--- config.mk ---
export PLATFORM = sky130hd
export DESIGN_NAME = obm_bus
export DESIGN_NICKNAME = d
export VERILOG_FILES = /design/src/obm_pkg.sv /design/src/obm_clkgen.sv /design/src/obm_bus.sv
export SDC_FILE = /design/constraint.sdc
export NUM_CORES = 1
export LEC_CHECK = 0
export BUFFER_PORTS_ARGS = -buffer_cell sky130_fd_sc_hd__buf_2
export CAP_MARGIN = 20
export CORE_MARGIN = 2
export CORE_UTILIZATION = 56
export DETAILED_ROUTE_END_ITERATION = 12
export PLACE_DENSITY = 0.88
export SLEW_MARGIN = 20
export SYNTH_ARGS = -nofsm -noshare
export SYNTH_HDL_FRONTEND = slang
export SYNTH_SLANG_ARGS = --single-unit
--- constraint.sdc ---
create_clock -name clk -period 6 [get_ports clk]
set_input_delay 0 -clock clk [delete_from_list [all_inputs] [get_ports clk]]
set_output_delay 0 -clock clk [all_outputs]
set_load 0.005 [all_outputs]
--- src/obm_pkg.sv ---
// ==========================================================
// Overview of operation
// - Memory write strobe low in memory writes
// - Memory read strobe low in memory reads
// - Only primary processor drives I/O strobes
// - Cycle type stable before latch pulse ends
// - Main board alone makes DRAM cycle trigger
// - Latch pulse only for primary processor cycles
// - Carry 8 MHz bus clock on bus
// - Byte lanes from upper enable and bit0
// - Two wait states for I/O 300-3FF
// - Low page qualifier: I/O, bits 15:10 zero
// - Main board never uses I/O 380-3FF
// - Masked option interrupts map to fixed types
// - Grant after cycle end, no lock, priority
// - Refresh flag and rotating row modulo 256
// - Parity error raises NMI, records source
// - Baud reference clock 2.458 MHz, 50% duty
// - Bus reset at power-up, button, keyboard
// - Main board transfers use lower byte only
package obm_pkg;

  // ==========================================================
  // Clock rates and derived timing.
  localparam longint CLK_HZ = 250000000;
  localparam longint BUS_HZ = 8000000;
  localparam longint BAUD_HZ = 2458000;
  localparam int CLK_NS = int'(1000000000 / CLK_HZ);
  localparam int BUS_T_NS = int'(1000000000 / BUS_HZ);
  localparam int T_CYC = (BUS_T_NS + CLK_NS - 1) / CLK_NS;
  localparam int BASE_T = 2;
  localparam int IO_WAIT_T = 2;
  localparam int REFRESH_NS = 15000;
  localparam int REF_CYC = REFRESH_NS / CLK_NS;
  localparam int RESET_PULSE_NS = 1000;
  localparam int RST_CYC = (RESET_PULSE_NS + CLK_NS - 1) / CLK_NS;

  // ==========================================================
  // Phase accumulators for the derived clocks (toggle at twice the rate).
  localparam int PHASE_W = 24;
  localparam logic [23:0] BAUD_INC = 24'((2 * BAUD_HZ * (64'h1 << PHASE_W)) / CLK_HZ);
  localparam logic [23:0] BUS_INC = 24'((2 * BUS_HZ * (64'h1 << PHASE_W)) / CLK_HZ);

  // ==========================================================
  // I/O address windows.
  localparam logic [7:0] SLOW_IO_PAGE = 8'h03;
  localparam logic [9:0] VENDOR_IO_BASE = 10'h380;

  // ==========================================================
  // Bit positions in the synchronised pin vector.
  localparam int AI_WAIT = 0;
  localparam int AI_REQ = 1;
  localparam int AI_IRQ = 5;
  localparam int AI_PERR = 12;
  localparam int AI_MWR = 13;
  localparam int AI_MRD = 14;
  localparam int AI_PG = 15;
  localparam int AI_BTN = 16;
  localparam int AI_KBD = 17;
  localparam int AI_UBE = 18;
  localparam int AI_A0 = 19;
  localparam int AW = 20;
  localparam logic [19:0] ASYNC_IDLE = 20'h47FFF;

  // ==========================================================
  // Interrupt types, option line order 0,1,2,4,6,9,11.
  localparam logic [7:0] IRQ_TYPE [7] = '{8'h60, 8'h61, 8'h62, 8'h64, 8'h66, 8'h69, 8'h68};

  // ==========================================================
  // Byte-lane access kinds.
  localparam logic [1:0] KIND_EVEN8 = 2'h0;
  localparam logic [1:0] KIND_ODD8 = 2'h1;
  localparam logic [1:0] KIND_EVEN16 = 2'h2;
  localparam logic [1:0] KIND_RSVD = 2'h3;

  typedef enum logic [2:0] {
    ST_IDLE = 3'h0,
    ST_ALE = 3'h1,
    ST_CMD = 3'h2,
    ST_REF = 3'h3,
    ST_GRANT = 3'h4
  } obm_state_t;

  // Decodes the byte lanes of an access from upper enable and address bit 0.
  function automatic logic [1:0] obm_lane_kind(input logic ube_n, input logic a0);
    return {~ube_n, a0};
  endfunction : obm_lane_kind

endpackage : obm_pkg

--- src/obm_clkgen.sv ---
`timescale 1ns/10ps
// ==========================================================
// Phase-accumulator clock generator with near 50% duty.
module obm_clkgen
  import obm_pkg::*;
#(
  parameter logic [23:0] INC = BAUD_INC
) (
  // Clock and reset.
  input wire logic clk,
  input wire logic rst,
  // Generated clock.
  output logic clk_out
);

  typedef struct packed {
    logic [23:0] acc;
    logic out;
  } obm_gen_t;

  obm_gen_t q_r;
  obm_gen_t q_nxt;
  logic [24:0] sum;

  // The output toggles on every accumulator carry.
  always_comb begin
    q_nxt = q_r;
    sum = {1'b0, q_r.acc} + {1'b0, INC};
    q_nxt.acc = sum[23:0];
    if (sum[24]) begin
      q_nxt.out = ~q_r.out;
    end
  end

  // State register.
  always_ff @(posedge clk) begin
    if (rst) begin
      q_r <= '0;
    end else begin
      q_r <= q_nxt;
    end
  end

  assign clk_out = q_r.out;

endmodule : obm_clkgen

--- src/obm_bus.sv ---
`timescale 1ns/10ps
// ==========================================================
// Main-board side of the option expansion bus.
module obm_bus
  import obm_pkg::*;
(
  // Clock and reset.
  input wire logic clk,
  input wire logic rst,
  // Primary processor request.
  input wire logic pri_req,
  input wire logic pri_mem,
  input wire logic pri_write,
  input wire logic pri_lock,
  input wire logic [19:0] pri_addr,
  input wire logic [7:0] pri_wdata,
  output logic pri_ack,
  // Secondary processor request, memory only.
  input wire logic sec_req,
  input wire logic sec_write,
  input wire logic [19:0] sec_addr,
  input wire logic [7:0] sec_wdata,
  output logic sec_ack,
  // Read data returned to either processor.
  output logic [7:0] rdata,
  // Address pins.
  output logic [19:0] addr_out,
  output logic addr_oe,
  input wire logic addr_bit0,
  input wire logic upper_byte_enable_n,
  output logic upper_byte_enable_n_out,
  // Data lanes, one enable per byte.
  output logic [15:0] data_lane_out,
  output logic [1:0] data_lane_oe,
  input wire logic [15:0] data_lane,
  // Strobes and cycle signals.
  input wire logic mem_write_strobe_n,
  input wire logic mem_read_strobe_n,
  output logic mem_write_strobe_n_out,
  output logic mem_read_strobe_n_out,
  output logic mem_strobe_oe,
  output logic io_write_strobe_n,
  output logic io_read_strobe_n,
  output logic mem_not_io,
  output logic dram_cycle_trigger_n,
  output logic addr_latch_pulse,
  output logic low_io_page_qualifier_n,
  output logic onboard_io_sel,
  // Wait line, open drain.
  input wire logic wait_request_n,
  output logic wait_request_n_out,
  output logic wait_request_oe,
  // Interrupts.
  input wire logic [6:0] option_irq_n,
  input wire logic [6:0] irq_enable,
  output logic irq_request,
  output logic [7:0] irq_type,
  // Bus mastership.
  input wire logic [3:0] master_request_n,
  output logic [3:0] master_grant_n,
  output logic [1:0] master_access_kind,
  // Refresh.
  output logic refresh_cycle_n,
  // Parity.
  input wire logic parity_error_n,
  input wire logic onboard_parity_error,
  input wire logic nmi_clear,
  output logic nmi,
  output logic parity_offboard,
  // Clocks and reset out.
  output logic bus_clk,
  output logic baud_reference_clock,
  input wire logic power_good,
  input wire logic reset_button,
  input wire logic keyboard_break,
  output logic system_reset_n
);

  typedef struct packed {
    logic [AW-1:0] sync1;
    logic [AW-1:0] sync2;
    logic [AW-1:0] sync3;
    logic [AW-1:0] filt;
    obm_state_t state;
    logic [7:0] cnt;
    logic [7:0] len;
    logic src_sec;
    logic cyc_mem;
    logic cyc_wr;
    logic slow;
    logic [19:0] addr;
    logic [7:0] wdata;
    logic ale;
    logic mio;
    logic trig_n;
    logic mrd_n;
    logic mwr_n;
    logic iord_n;
    logic iowr_n;
    logic qual_n;
    logic io_sel;
    logic aoe;
    logic doe;
    logic soe;
    logic woe;
    logic ref_n;
    logic [7:0] row;
    logic [11:0] ref_cnt;
    logic ref_due;
    logic [3:0] grant_n;
    logic [1:0] gidx;
    logic [1:0] kind;
    logic pri_ack;
    logic sec_ack;
    logic [7:0] rdata;
    logic irq_req;
    logic [7:0] irq_type;
    logic nmi;
    logic perr_off;
    logic [7:0] rst_cnt;
    logic sys_rst_n;
  } obm_bus_st_t;

  obm_bus_st_t q_r;
  obm_bus_st_t q_nxt;
  logic [AW-1:0] pins;
  logic [AW-1:0] agree;
  logic [AW-1:0] f;
  logic [3:0] req_act;
  logic [6:0] pend;
  logic [7:0] io_len;

  // ==========================================================
  // Pin gathering and helper decoding.
  assign pins = {addr_bit0, upper_byte_enable_n, keyboard_break, reset_button, power_good,
                 mem_read_strobe_n, mem_write_strobe_n, parity_error_n, option_irq_n,
                 master_request_n, wait_request_n};
  assign f = q_r.filt;
  assign req_act = ~f[AI_REQ +: 4];
  assign pend = ~f[AI_IRQ +: 7] & irq_enable;

  // Returns the type of the first pending line, lowest line number first.
  function automatic logic [7:0] irq_pick(input logic [6:0] p);
    logic [7:0] t;
    t = 8'h00;
    for (int i = 6; i >= 0; i--) begin
      if (p[i]) begin
        t = IRQ_TYPE[i];
      end
    end
    return t;
  endfunction : irq_pick

  // Returns the highest-priority pending request index; pair 0 wins.
  function automatic logic [1:0] req_pick(input logic [3:0] r);
    logic [1:0] k;
    k = 2'h0;
    for (int i = 3; i >= 0; i--) begin
      if (r[i]) begin
        k = 2'(i);
      end
    end
    return k;
  endfunction : req_pick

  // ==========================================================
  // Next-state logic.
  always_comb begin
    q_nxt = q_r;
    q_nxt.pri_ack = 1'b0;
    q_nxt.sec_ack = 1'b0;
    // Three-stage pin capture; a change counts once stages two and three agree.
    q_nxt.sync1 = pins;
    q_nxt.sync2 = q_r.sync1;
    q_nxt.sync3 = q_r.sync2;
    agree = ~(q_r.sync2 ^ q_r.sync3);
    q_nxt.filt = (agree & q_r.sync3) | (~agree & q_r.filt);
    // Refresh interval timer; a due refresh is kept until served.
    if (q_r.ref_cnt == 12'(REF_CYC - 1)) begin
      q_nxt.ref_cnt = 12'h000;
      q_nxt.ref_due = 1'b1;
    end else begin
      q_nxt.ref_cnt = q_r.ref_cnt + 12'h001;
    end
    // Interrupt request and vector type.
    q_nxt.irq_req = |pend;
    q_nxt.irq_type = irq_pick(pend);
    // Parity failure: the set wins over a clear in the same cycle.
    if (nmi_clear) begin
      q_nxt.nmi = 1'b0;
    end
    if (!f[AI_PERR] || onboard_parity_error) begin
      q_nxt.nmi = 1'b1;
      q_nxt.perr_off = !f[AI_PERR];
    end
    // Bus reset pulse after supply good, button or keyboard break.
    if (!f[AI_PG] || (q_nxt.filt[AI_PG] && !f[AI_PG]) ||
        (q_nxt.filt[AI_BTN] && !f[AI_BTN]) || (q_nxt.filt[AI_KBD] && !f[AI_KBD])) begin
      q_nxt.rst_cnt = 8'(RST_CYC);
    end else if (q_r.rst_cnt != 8'h00) begin
      q_nxt.rst_cnt = q_r.rst_cnt - 8'h01;
    end
    q_nxt.sys_rst_n = (q_nxt.rst_cnt == 8'h00);
    // Bus cycle sequencer.
    case (q_r.state)
      ST_IDLE: begin
        q_nxt.cnt = 8'h00;
        if (q_r.ref_due) begin
          // Refresh read with the rotating row address.
          q_nxt.state = ST_REF;
          q_nxt.ref_due = 1'b0;
          q_nxt.ref_n = 1'b0;
          q_nxt.addr = {12'h000, q_r.row};
          q_nxt.aoe = 1'b1;
          q_nxt.mio = 1'b1;
          q_nxt.trig_n = 1'b0;
          q_nxt.mrd_n = 1'b0;
        end else if (|req_act && !pri_lock) begin
          // Bus is free between cycles and no lock is held.
          q_nxt.state = ST_GRANT;
          q_nxt.gidx = req_pick(req_act);
          q_nxt.grant_n = ~(4'h1 << req_pick(req_act));
          q_nxt.aoe = 1'b0;
          q_nxt.soe = 1'b0;
        end else if (pri_req) begin
          q_nxt.state = ST_ALE;
          q_nxt.src_sec = 1'b0;
          q_nxt.cyc_mem = pri_mem;
          q_nxt.cyc_wr = pri_write;
          q_nxt.addr = pri_addr;
          q_nxt.wdata = pri_wdata;
          q_nxt.aoe = 1'b1;
          q_nxt.ale = 1'b1;
          q_nxt.mio = pri_mem;
          q_nxt.trig_n = !pri_mem;
          q_nxt.qual_n = !(!pri_mem && pri_addr[15:10] == 6'h00);
          q_nxt.io_sel = !pri_mem && pri_addr[15:10] == 6'h00 &&
                         pri_addr[9:0] < VENDOR_IO_BASE;
          q_nxt.slow = !pri_mem && pri_addr[15:8] == SLOW_IO_PAGE;
          q_nxt.len = (!pri_mem && pri_addr[15:8] == SLOW_IO_PAGE) ?
                      8'(T_CYC * (BASE_T + IO_WAIT_T)) : 8'(T_CYC * BASE_T);
        end else if (sec_req) begin
          // Secondary cycles skip the latch pulse and never touch I/O.
          q_nxt.state = ST_CMD;
          q_nxt.src_sec = 1'b1;
          q_nxt.cyc_mem = 1'b1;
          q_nxt.cyc_wr = sec_write;
          q_nxt.addr = sec_addr;
          q_nxt.wdata = sec_wdata;
          q_nxt.aoe = 1'b1;
          q_nxt.mio = 1'b1;
          q_nxt.trig_n = 1'b0;
          q_nxt.slow = 1'b0;
          q_nxt.len = 8'(T_CYC * BASE_T);
          q_nxt.mwr_n = !sec_write;
          q_nxt.mrd_n = sec_write;
          q_nxt.doe = sec_write;
        end
      end
      ST_ALE: begin
        q_nxt.cnt = q_r.cnt + 8'h01;
        if (q_r.cnt == 8'(T_CYC - 1)) begin
          q_nxt.state = ST_CMD;
          q_nxt.cnt = 8'h00;
          q_nxt.ale = 1'b0;
          q_nxt.mwr_n = !(q_r.cyc_mem && q_r.cyc_wr);
          q_nxt.mrd_n = !(q_r.cyc_mem && !q_r.cyc_wr);
          q_nxt.iowr_n = !(!q_r.cyc_mem && q_r.cyc_wr);
          q_nxt.iord_n = !(!q_r.cyc_mem && !q_r.cyc_wr);
          q_nxt.doe = q_r.cyc_wr;
          q_nxt.woe = q_r.slow;
        end
      end
      ST_CMD: begin
        if (q_r.cnt == 8'(T_CYC * IO_WAIT_T - 1)) begin
          q_nxt.woe = 1'b0;
        end
        if (q_r.cnt < q_r.len - 8'h01) begin
          q_nxt.cnt = q_r.cnt + 8'h01;
        end else if (f[AI_WAIT] && !q_r.woe) begin
          // Cycle ends only once the wait line is free.
          q_nxt.state = ST_IDLE;
          q_nxt.mwr_n = 1'b1;
          q_nxt.mrd_n = 1'b1;
          q_nxt.iowr_n = 1'b1;
          q_nxt.iord_n = 1'b1;
          q_nxt.trig_n = 1'b1;
          q_nxt.qual_n = 1'b1;
          q_nxt.io_sel = 1'b0;
          q_nxt.aoe = 1'b0;
          q_nxt.doe = 1'b0;
          q_nxt.mio = 1'b1;
          q_nxt.rdata = q_r.cyc_wr ? q_r.rdata : data_lane[7:0];
          q_nxt.pri_ack = !q_r.src_sec;
          q_nxt.sec_ack = q_r.src_sec;
        end
      end
      ST_REF: begin
        q_nxt.cnt = q_r.cnt + 8'h01;
        if (q_r.cnt == 8'(T_CYC * BASE_T - 1)) begin
          q_nxt.state = ST_IDLE;
          q_nxt.ref_n = 1'b1;
          q_nxt.row = q_r.row + 8'h01;
          q_nxt.mrd_n = 1'b1;
          q_nxt.trig_n = 1'b1;
          q_nxt.aoe = 1'b0;
        end
      end
      ST_GRANT: begin
        // Trigger follows the master's memory strobes.
        q_nxt.trig_n = f[AI_MWR] && f[AI_MRD];
        q_nxt.kind = obm_lane_kind(f[AI_UBE], f[AI_A0]);
        if (!req_act[q_r.gidx]) begin
          q_nxt.state = ST_IDLE;
          q_nxt.grant_n = 4'hF;
          q_nxt.trig_n = 1'b1;
          q_nxt.soe = 1'b1;
        end
      end
      default: begin
        q_nxt.state = ST_IDLE;
      end
    endcase
  end

  // ==========================================================
  // State register.
  always_ff @(posedge clk) begin
    if (rst) begin
      q_r <= '0;
      q_r.sync1 <= ASYNC_IDLE;
      q_r.sync2 <= ASYNC_IDLE;
      q_r.sync3 <= ASYNC_IDLE;
      q_r.filt <= ASYNC_IDLE;
      q_r.state <= ST_IDLE;
      q_r.mio <= 1'b1;
      q_r.trig_n <= 1'b1;
      q_r.mrd_n <= 1'b1;
      q_r.mwr_n <= 1'b1;
      q_r.iord_n <= 1'b1;
      q_r.iowr_n <= 1'b1;
      q_r.qual_n <= 1'b1;
      q_r.soe <= 1'b1;
      q_r.ref_n <= 1'b1;
      q_r.grant_n <= 4'hF;
      q_r.rst_cnt <= 8'(RST_CYC);
    end else begin
      q_r <= q_nxt;
    end
  end

  // ==========================================================
  // Derived bus clock and baud reference.
  obm_clkgen #(.INC(BUS_INC)) u_bus_clk (
    .clk(clk),
    .rst(rst),
    .clk_out(bus_clk)
  );

  obm_clkgen #(.INC(BAUD_INC)) u_baud_clk (
    .clk(clk),
    .rst(rst),
    .clk_out(baud_reference_clock)
  );

  // Outputs taken straight from the state register; the wait pin drive is a constant low.
  assign pri_ack = q_r.pri_ack;
  assign sec_ack = q_r.sec_ack;
  assign rdata = q_r.rdata;
  assign addr_out = q_r.addr;
  assign addr_oe = q_r.aoe;
  assign upper_byte_enable_n_out = q_r.soe;
  assign data_lane_out = {8'h00, q_r.wdata};
  assign data_lane_oe = {1'b0, q_r.doe};
  assign mem_write_strobe_n_out = q_r.mwr_n;
  assign mem_read_strobe_n_out = q_r.mrd_n;
  assign mem_strobe_oe = q_r.soe;
  assign io_write_strobe_n = q_r.iowr_n;
  assign io_read_strobe_n = q_r.iord_n;
  assign mem_not_io = q_r.mio;
  assign dram_cycle_trigger_n = q_r.trig_n;
  assign addr_latch_pulse = q_r.ale;
  assign low_io_page_qualifier_n = q_r.qual_n;
  assign onboard_io_sel = q_r.io_sel;
  assign wait_request_n_out = 1'b0;
  assign wait_request_oe = q_r.woe;
  assign irq_request = q_r.irq_req;
  assign irq_type = q_r.irq_type;
  assign master_grant_n = q_r.grant_n;
  assign master_access_kind = q_r.kind;
  assign refresh_cycle_n = q_r.ref_n;
  assign nmi = q_r.nmi;
  assign parity_offboard = q_r.perr_off;
  assign system_reset_n = q_r.sys_rst_n;

  // ==========================================================
  // Checks. Helper counts how long an I/O strobe stays low.
  always_ff @(posedge clk) begin
    if (rst) begin
      io_len <= 8'h00;
    end else if (!q_r.iord_n || !q_r.iowr_n) begin
      io_len <= io_len + 8'h01;
    end else begin
      io_len <= 8'h00;
    end
  end
endmodule : obm_bus

==> qor.txt, run 1 <==
GPL Wtd Cong = 0.893
critical path required time = 6.40 ns
vias post-DR = 9,113
IO Port Bufs = 171
Iter 0 DRT Violations = 713
leakage = 0.00529 µW
die width = 141 µm
wire per inst = 16.7 µm
CTS max path bufs = 3
CTS tree = yes
synth top area cells = dfxtp_1, nor2_1, buf_4
Layout Skew = 0.0188 ns
clock transition at the registers of the reported paths = 0.07 ns
Area Growth Syn to Fin = 22.6%
setup bufs post-CTS = 0
crit path launch = q_r[38]
Setup TNS = 0 ns
Num CTS Buffers = 25
Hold Path Origin = pri_lock
max-slew violation count = 0
Final Hold Fails = 0
CP Capture Type = flop
Critical Path Source Type = flop
GRT Util Overall = 26.4%
Routed Wire Length = 26.7 mm
status = complete, no violations
CP Cell Sequence = or4_4, nor2_4, nand2_2, or3_1, dlygate4sd3_1, o211a_1
Pre-Repair DR Iteration Count = 5
largest net degree at the start of global routing = 121
number of synthesized flops with an enable pin = 0
Synth async-reset ratio = 0%
die height = 141 µm
Final WS setup = 3.06 ns
Starting Density = 56.7%
maxcap violations = 0
achievable frequency = 0.340 GHz
CP peak stage delay = 0.64 ns
Fillers = 1,275
Commonest cells post-synth = dfxtp_1, nor2_1, buf_4, nand2_1, a21oi_1
Crit-path slowest cell = dfxtp_1
fin nets = 1,462
vias per cell = 5.71
Core Box Area = 18,600 µm²
Peak VDD IR = 0.217 mV
RSZ-0062 raised after global routing = no
reg2reg start = q_r[38]
Power Density = 313 nW/µm²
layout cells sized above 1 = 22.2%
Syn Std Cell Area = 10,500 µm²
CP Class = reg -> reg
Resized Gates After CTS = 0
Final setup viols = 0
drt drc = 0
Worst-Margin Slew = 1.02 ns
largest area contributor in the synthesized netlist = dfxtp_1
Hold WC Path Type = in -> reg
area of the multi-input gates = 4910 µm²
Detail Route Antenna Nets = 0
global-route wire length before repair = 43.5 mm
Worst Path Max Fanout = 29
die area = 19,900 µm²
Final HPWL DP = 15.2 mm
pre-CTS setup slack = 3.55 ns
Root Buffer = clkbuf_16
clk sinks = 244
total grt overflow = 0
clock latency on the worst-skew pair = 0.52 ns
Yosys warning count = 0
Slew headroom = 32.1%
# rows = 50
Cells after Synth = 1,157
area occupied by registers = 4880 µm²
vias in the first global route = 9,054
Yosys cell types = 76
worst path arrival time = 3.34 ns
Seq/Total Area, Yosys = 46.4%
initial antenna violation count = 0
post-synth top area share = 46.4%
synthesized flop and latch total = 244
syn_area_per_cell = 9.11 µm²
# H-tree levels = 1
num ports = 192
count leader, synth = dfxtp_1
crit path time final = 2.94 ns
Main synth FF type = dfxtp_1
Final Cycle Share = 49.0%
-- sequential cells by signal, indices dropped and copies added (netlist names), 2 cells and up, named ones only --
register	count
q_r	67
q_nxt	40
u_baud_clk.q_r	24
u_bus_clk.q_r	24
addr_out	20
data_lane_out	8
rdata	8
irq_type	5
master_grant_n	4
f	3
master_access_kind	2
-- final timing paths --
check / to / cells past startpoint / slack [ns]
max: q_r[111] / 6 / 3.06
min: master_grant_n[3] / 3 / 0.01
max reg2reg: q_r[111] / 6 / 3.06
min reg2reg: q_nxt[157] / 1 / 0.41
-- power by group --
group / total [µW] / internal, µW / switching (µW)
Combinational: 526 / 243 / 284
Clock: 1710 / 1080 / 629
Sequential: 1810 / 1720 / 90.6
-- layer usage --
metal	up-vias	global-route usage (%)	share of wire [%]
met3	131	4.65	6.2
met4	0	13.8	5.3
met5	-	0	0
met1	4292	31.4	39
met2	374	45.6	49
li1	4316	-	-
-- cells in the final DEF (no fill, tap or decap), types with 8 or more instances in the layout --
cell type	n
dfxtp_1	244
buf_2	170
nor2_1	160
dlygate4sd3_1	95
nand2_1	60
a21oi_1	55
or2_2	51
o21ai_0	48
mux2i_1	35
xor2_1	33
nor2b_1	25
clkbuf_16	25
xnor2_1	23
nor3_1	21
a211oi_1	20
a22oi_1	20
nand2b_1	18
inv_1	17
mux2_2	17
nand4_1	15
nand3_1	13
and3_1	12
conb_1	12
a31oi_1	11
ha_1	10
o31ai_1	9
and2_1	8
nor3b_1	8
clkbuf_8	8
-- worst max-delay path, delay by kind of cell (launching register included) --
kind	cells	cell delay [ns]
AOI/OAI and AO/OA	1	0.18
buffers and inverters	1	0.64
DFF	1	0.64
and+or+nand+nor	4	1.37
-- timing repair --
item | 4_1_cts | 5_1_grt
hold endpoints to repair | 70 | 0
setup endpoints to repair | 0 | 0
hold buffers | 95 | 0
-- per-stage QoR --
step | total power [µW] | utilization (%) | cell area (µm²) | cells | hold slack (ns)
CTS | 4030 | 69.5 | 12900 | 1594 | 0.000586
global placement | 2260 | 59.4 | 11000 | 1455 | 0.182
detailed placement | 2290 | 59.4 | 11000 | 1455 | 0.184
floorplan | 2170 | - | 10600 | 1168 | 0.104
finish | 4040 | 69.5 | 12900 | 1595 | 0.0101
global route | 4200 | 69.5 | 12900 | 1594 | 0.0338
-- cells by family after synthesis --
| kind of cell | after synthesis | share of synthesized area (%) |
|---|---|---|
| xor+xnor | 56 | 4.66 |
| fa+ha+maj | 10 | 1.19 |
| simple gates | 431 | 21.1 |
| compound gates | 223 | 13.9 |
| flops | 244 | 46.4 |
| other cells | 1 | 0.0356 |
| buf+inv | 139 | 7.42 |
| mux | 53 | 5.36 |
-- final cells by class --
| cell class | count | area share, % |
|---|---|---|
| inverters | 17 | 0.494 |
| well taps | 234 | 2.27 |
| clock inverters | 7 | 1.29 |
| clock buffers | 37 | 5.81 |
| diodes | 1 | 0.0194 |
| multi-input cells | 785 | 38.0 |
| flip-flops and latches | 244 | 37.8 |
| repair buffers | 270 | 14.3 |
No activity file was read; power rests on OpenSTA's default activity.
==> inputs of run 2 (changes only) <==
Settings changed: ABC_AREA from default to 1.
Clock period 6 ns to 2.9 ns, I/O delays scaled along.
==> run 2 against run 1 <==
Sequential share of layout area down 2.8 points. Via count up 22%. Power up 120%. Clock skew down 0.0086 ns. Fmax up 24%. Non-clock buffer count up 8. Synthesized cell count up 43%. Die area up 7.5%. Critical path type unchanged.
==> qor.txt, run 2 <==
post-synth top area share = 43.0%
IO Port Bufs = 171
Power Density = 627 nW/µm²
most frequent cells in the layout = nand2_1, dfxtp_1, nor2_1, buf_2, inv_1
non-filler cells, final = 2,151
number of synthesized flops with an enable pin = 0
Root Buffer = clkbuf_16
Final Power = 8760 µW
Layout Skew = 0.0102 ns
vias per cell = 5.16
Hold WC Path Type = in -> reg
CTS max path bufs = 3
clk sinks = 244
# H-tree levels = 1
Cells after Synth = 1,649
maxcap violations = 0
CTS tree = yes
max FFs per register = 67
initial antenna violation count = 0
Area Growth Syn to Fin = 23.0%
Num CTS Buffers = 25
Synth async-reset ratio = 0%
Final Cycle Share = 81.6%
Starting Density = 56.7%
Routed Wire Length = 28.5 mm
Worst-Margin Slew = 1.04 ns
die height = 146 µm
GPL Wtd Cong = 0.954
Peak VDD IR = 0.465 mV
commonest non-fill, non-tap cell in the layout = nand2_1
syn_area_per_cell = 6.89 µm²
achievable frequency = 0.423 GHz
Final HPWL DP = 18.4 mm
die area = 21,400 µm²
Worst Path Max Fanout = 4
Yosys warning count = 0
clock latency on the worst-skew pair = 0.52 ns
synthesized flop and latch total = 244
Critical Path Source Type = flop
max-slew violation count = 0
Final Cell Area = 14,000 µm²
main combinational cell family by area after synthesis = simple AND/OR/NAND/NOR gates
leakage = 0.00652 µW
Iter 0 DRT Violations = 736
num ports = 192
vias in the first global route = 10,700
die width = 146 µm
synth top area cells = dfxtp_1, nand2_1, nor2_1
CP Capture Type = flop
# rows = 52
Syn Std Cell Area = 11,400 µm²
Biggest register = q_r
Setup TNS = 0 ns
hold_ws = 0.00873 ns
Main synth FF type = dfxtp_1
fin nets = 1,982
status = complete, no violations
CP Class = reg -> reg
RSZ-0062 raised after global routing = no
vias post-DR = 11,100
DP Cell Count = 2,004
Post-Synth Simple-Gate Area = 32.5%
layout cells sized above 1 = 15.9%
Core Box Area = 20,000 µm²
Inserted Diodes = 0
drt drc = 0
Synth Area in XOR/XNOR = 0.540%
Yosys cell types = 40
Resized Gates After CTS = 0
largest net degree at the start of global routing = 82
crit path time final = 2.37 ns
total grt overflow = 0
Final setup viols = 0
Final Hold Fails = 0
Slew headroom = 30.8%
Compound-Gate Fraction of Synth Area = 11.1%
placed inst area = 12,000 µm²
Pre-Repair DR Iteration Count = 5
wire per inst = 13.3 µm
Seq/Total Area, Yosys = 43.0%
mux contribution to synthesized area = 0%
Detail Route Antenna Nets = 0
fraction of the mapped netlist area in adder cells = 1.10%
largest area contributor in the synthesized netlist = dfxtp_1
count leader, synth = nand2_1
Commonest cells post-synth = nand2_1, dfxtp_1, nor2_1, inv_1, a21oi_1
worst path arrival time = 2.76 ns
global-route wire length before repair = 47.7 mm
GRT Util Overall = 26.3%
critical path required time = 3.29 ns
clock transition at the registers of the reported paths = 0.06 ns
## run 2: final timing paths
check,endpoint,depth (start not counted),startpoint,slack [ns]
setup / recovery,irq_type[0],8,flop,0.53
hold / removal,addr_out[2],7,pri_addr[2],0.009
setup reg to reg,irq_type[0],8,flop,0.53
hold reg to reg,q_nxt[160],2,q_nxt[180],0.40
## run 2: per-stage QoR
stage                     worst slack (ns)  utilization [%]
after floorplan                       1.27                -
after global placement               0.734             59.8
after detailed placement             0.666             59.8
after CTS                            0.667             69.7
after global routing                 0.399             69.7
final                                0.533             69.7
## run 2: cells by family after synthesis
family / count (synthesis)
XOR/XNOR: 7
flip-flops: 244
other: 1
AO/OA/AOI/OAI: 240
buffers and inverters: 281
AND/OR/NAND/NOR: 866
adder cells (fa/ha/maj): 10
## run 2: critical path, stage by stage (launching register included)
cell           delay [ns]
dfxtp_1              0.32
nor2_1               0.20
inv_1                0.09
nand2_1              0.08
dlygate4sd3_1        0.60
inv_1                0.10
a21oi_1              0.20
nor2_1               0.06
dlygate4sd3_1        0.59
## run 2: where the power goes
| part | switching, µW | internal [µW] |
|---|---|---|
| logic | 788 | 528 |
| clock network | 1330 | 2360 |
| registers | 180 | 3570 |
## run 2: final cells by class
class                           instances  area (µm²)
Inverter                              179         673
Sequential cell                       244        4880
Tap cell                              270         338
Fill cell                            1503        6070
Timing Repair Buffer                  278        1930
Multi-Input combinational cell       1135        5180
Clock buffer                           34         719
Clock inverter                         11         241
## run 2: routing by layer
metal | routed length (µm) | share of wire (%) | GRT usage, %
met4 | 1290 | 4.5 | 11.7
met5 | 0 | 0 | 0
met3 | 1740 | 6.1 | 3.59
met2 | 13600 | 48 | 47.0
met1 | 11900 | 42 | 31.6
## run 2: timing repair
| action | in CTS | in global routing |
|---|---|---|
| setup buffers | 0 | 0 |
| hold endpoints to repair | 77 | 0 |
| hold buffers | 102 | 0 |
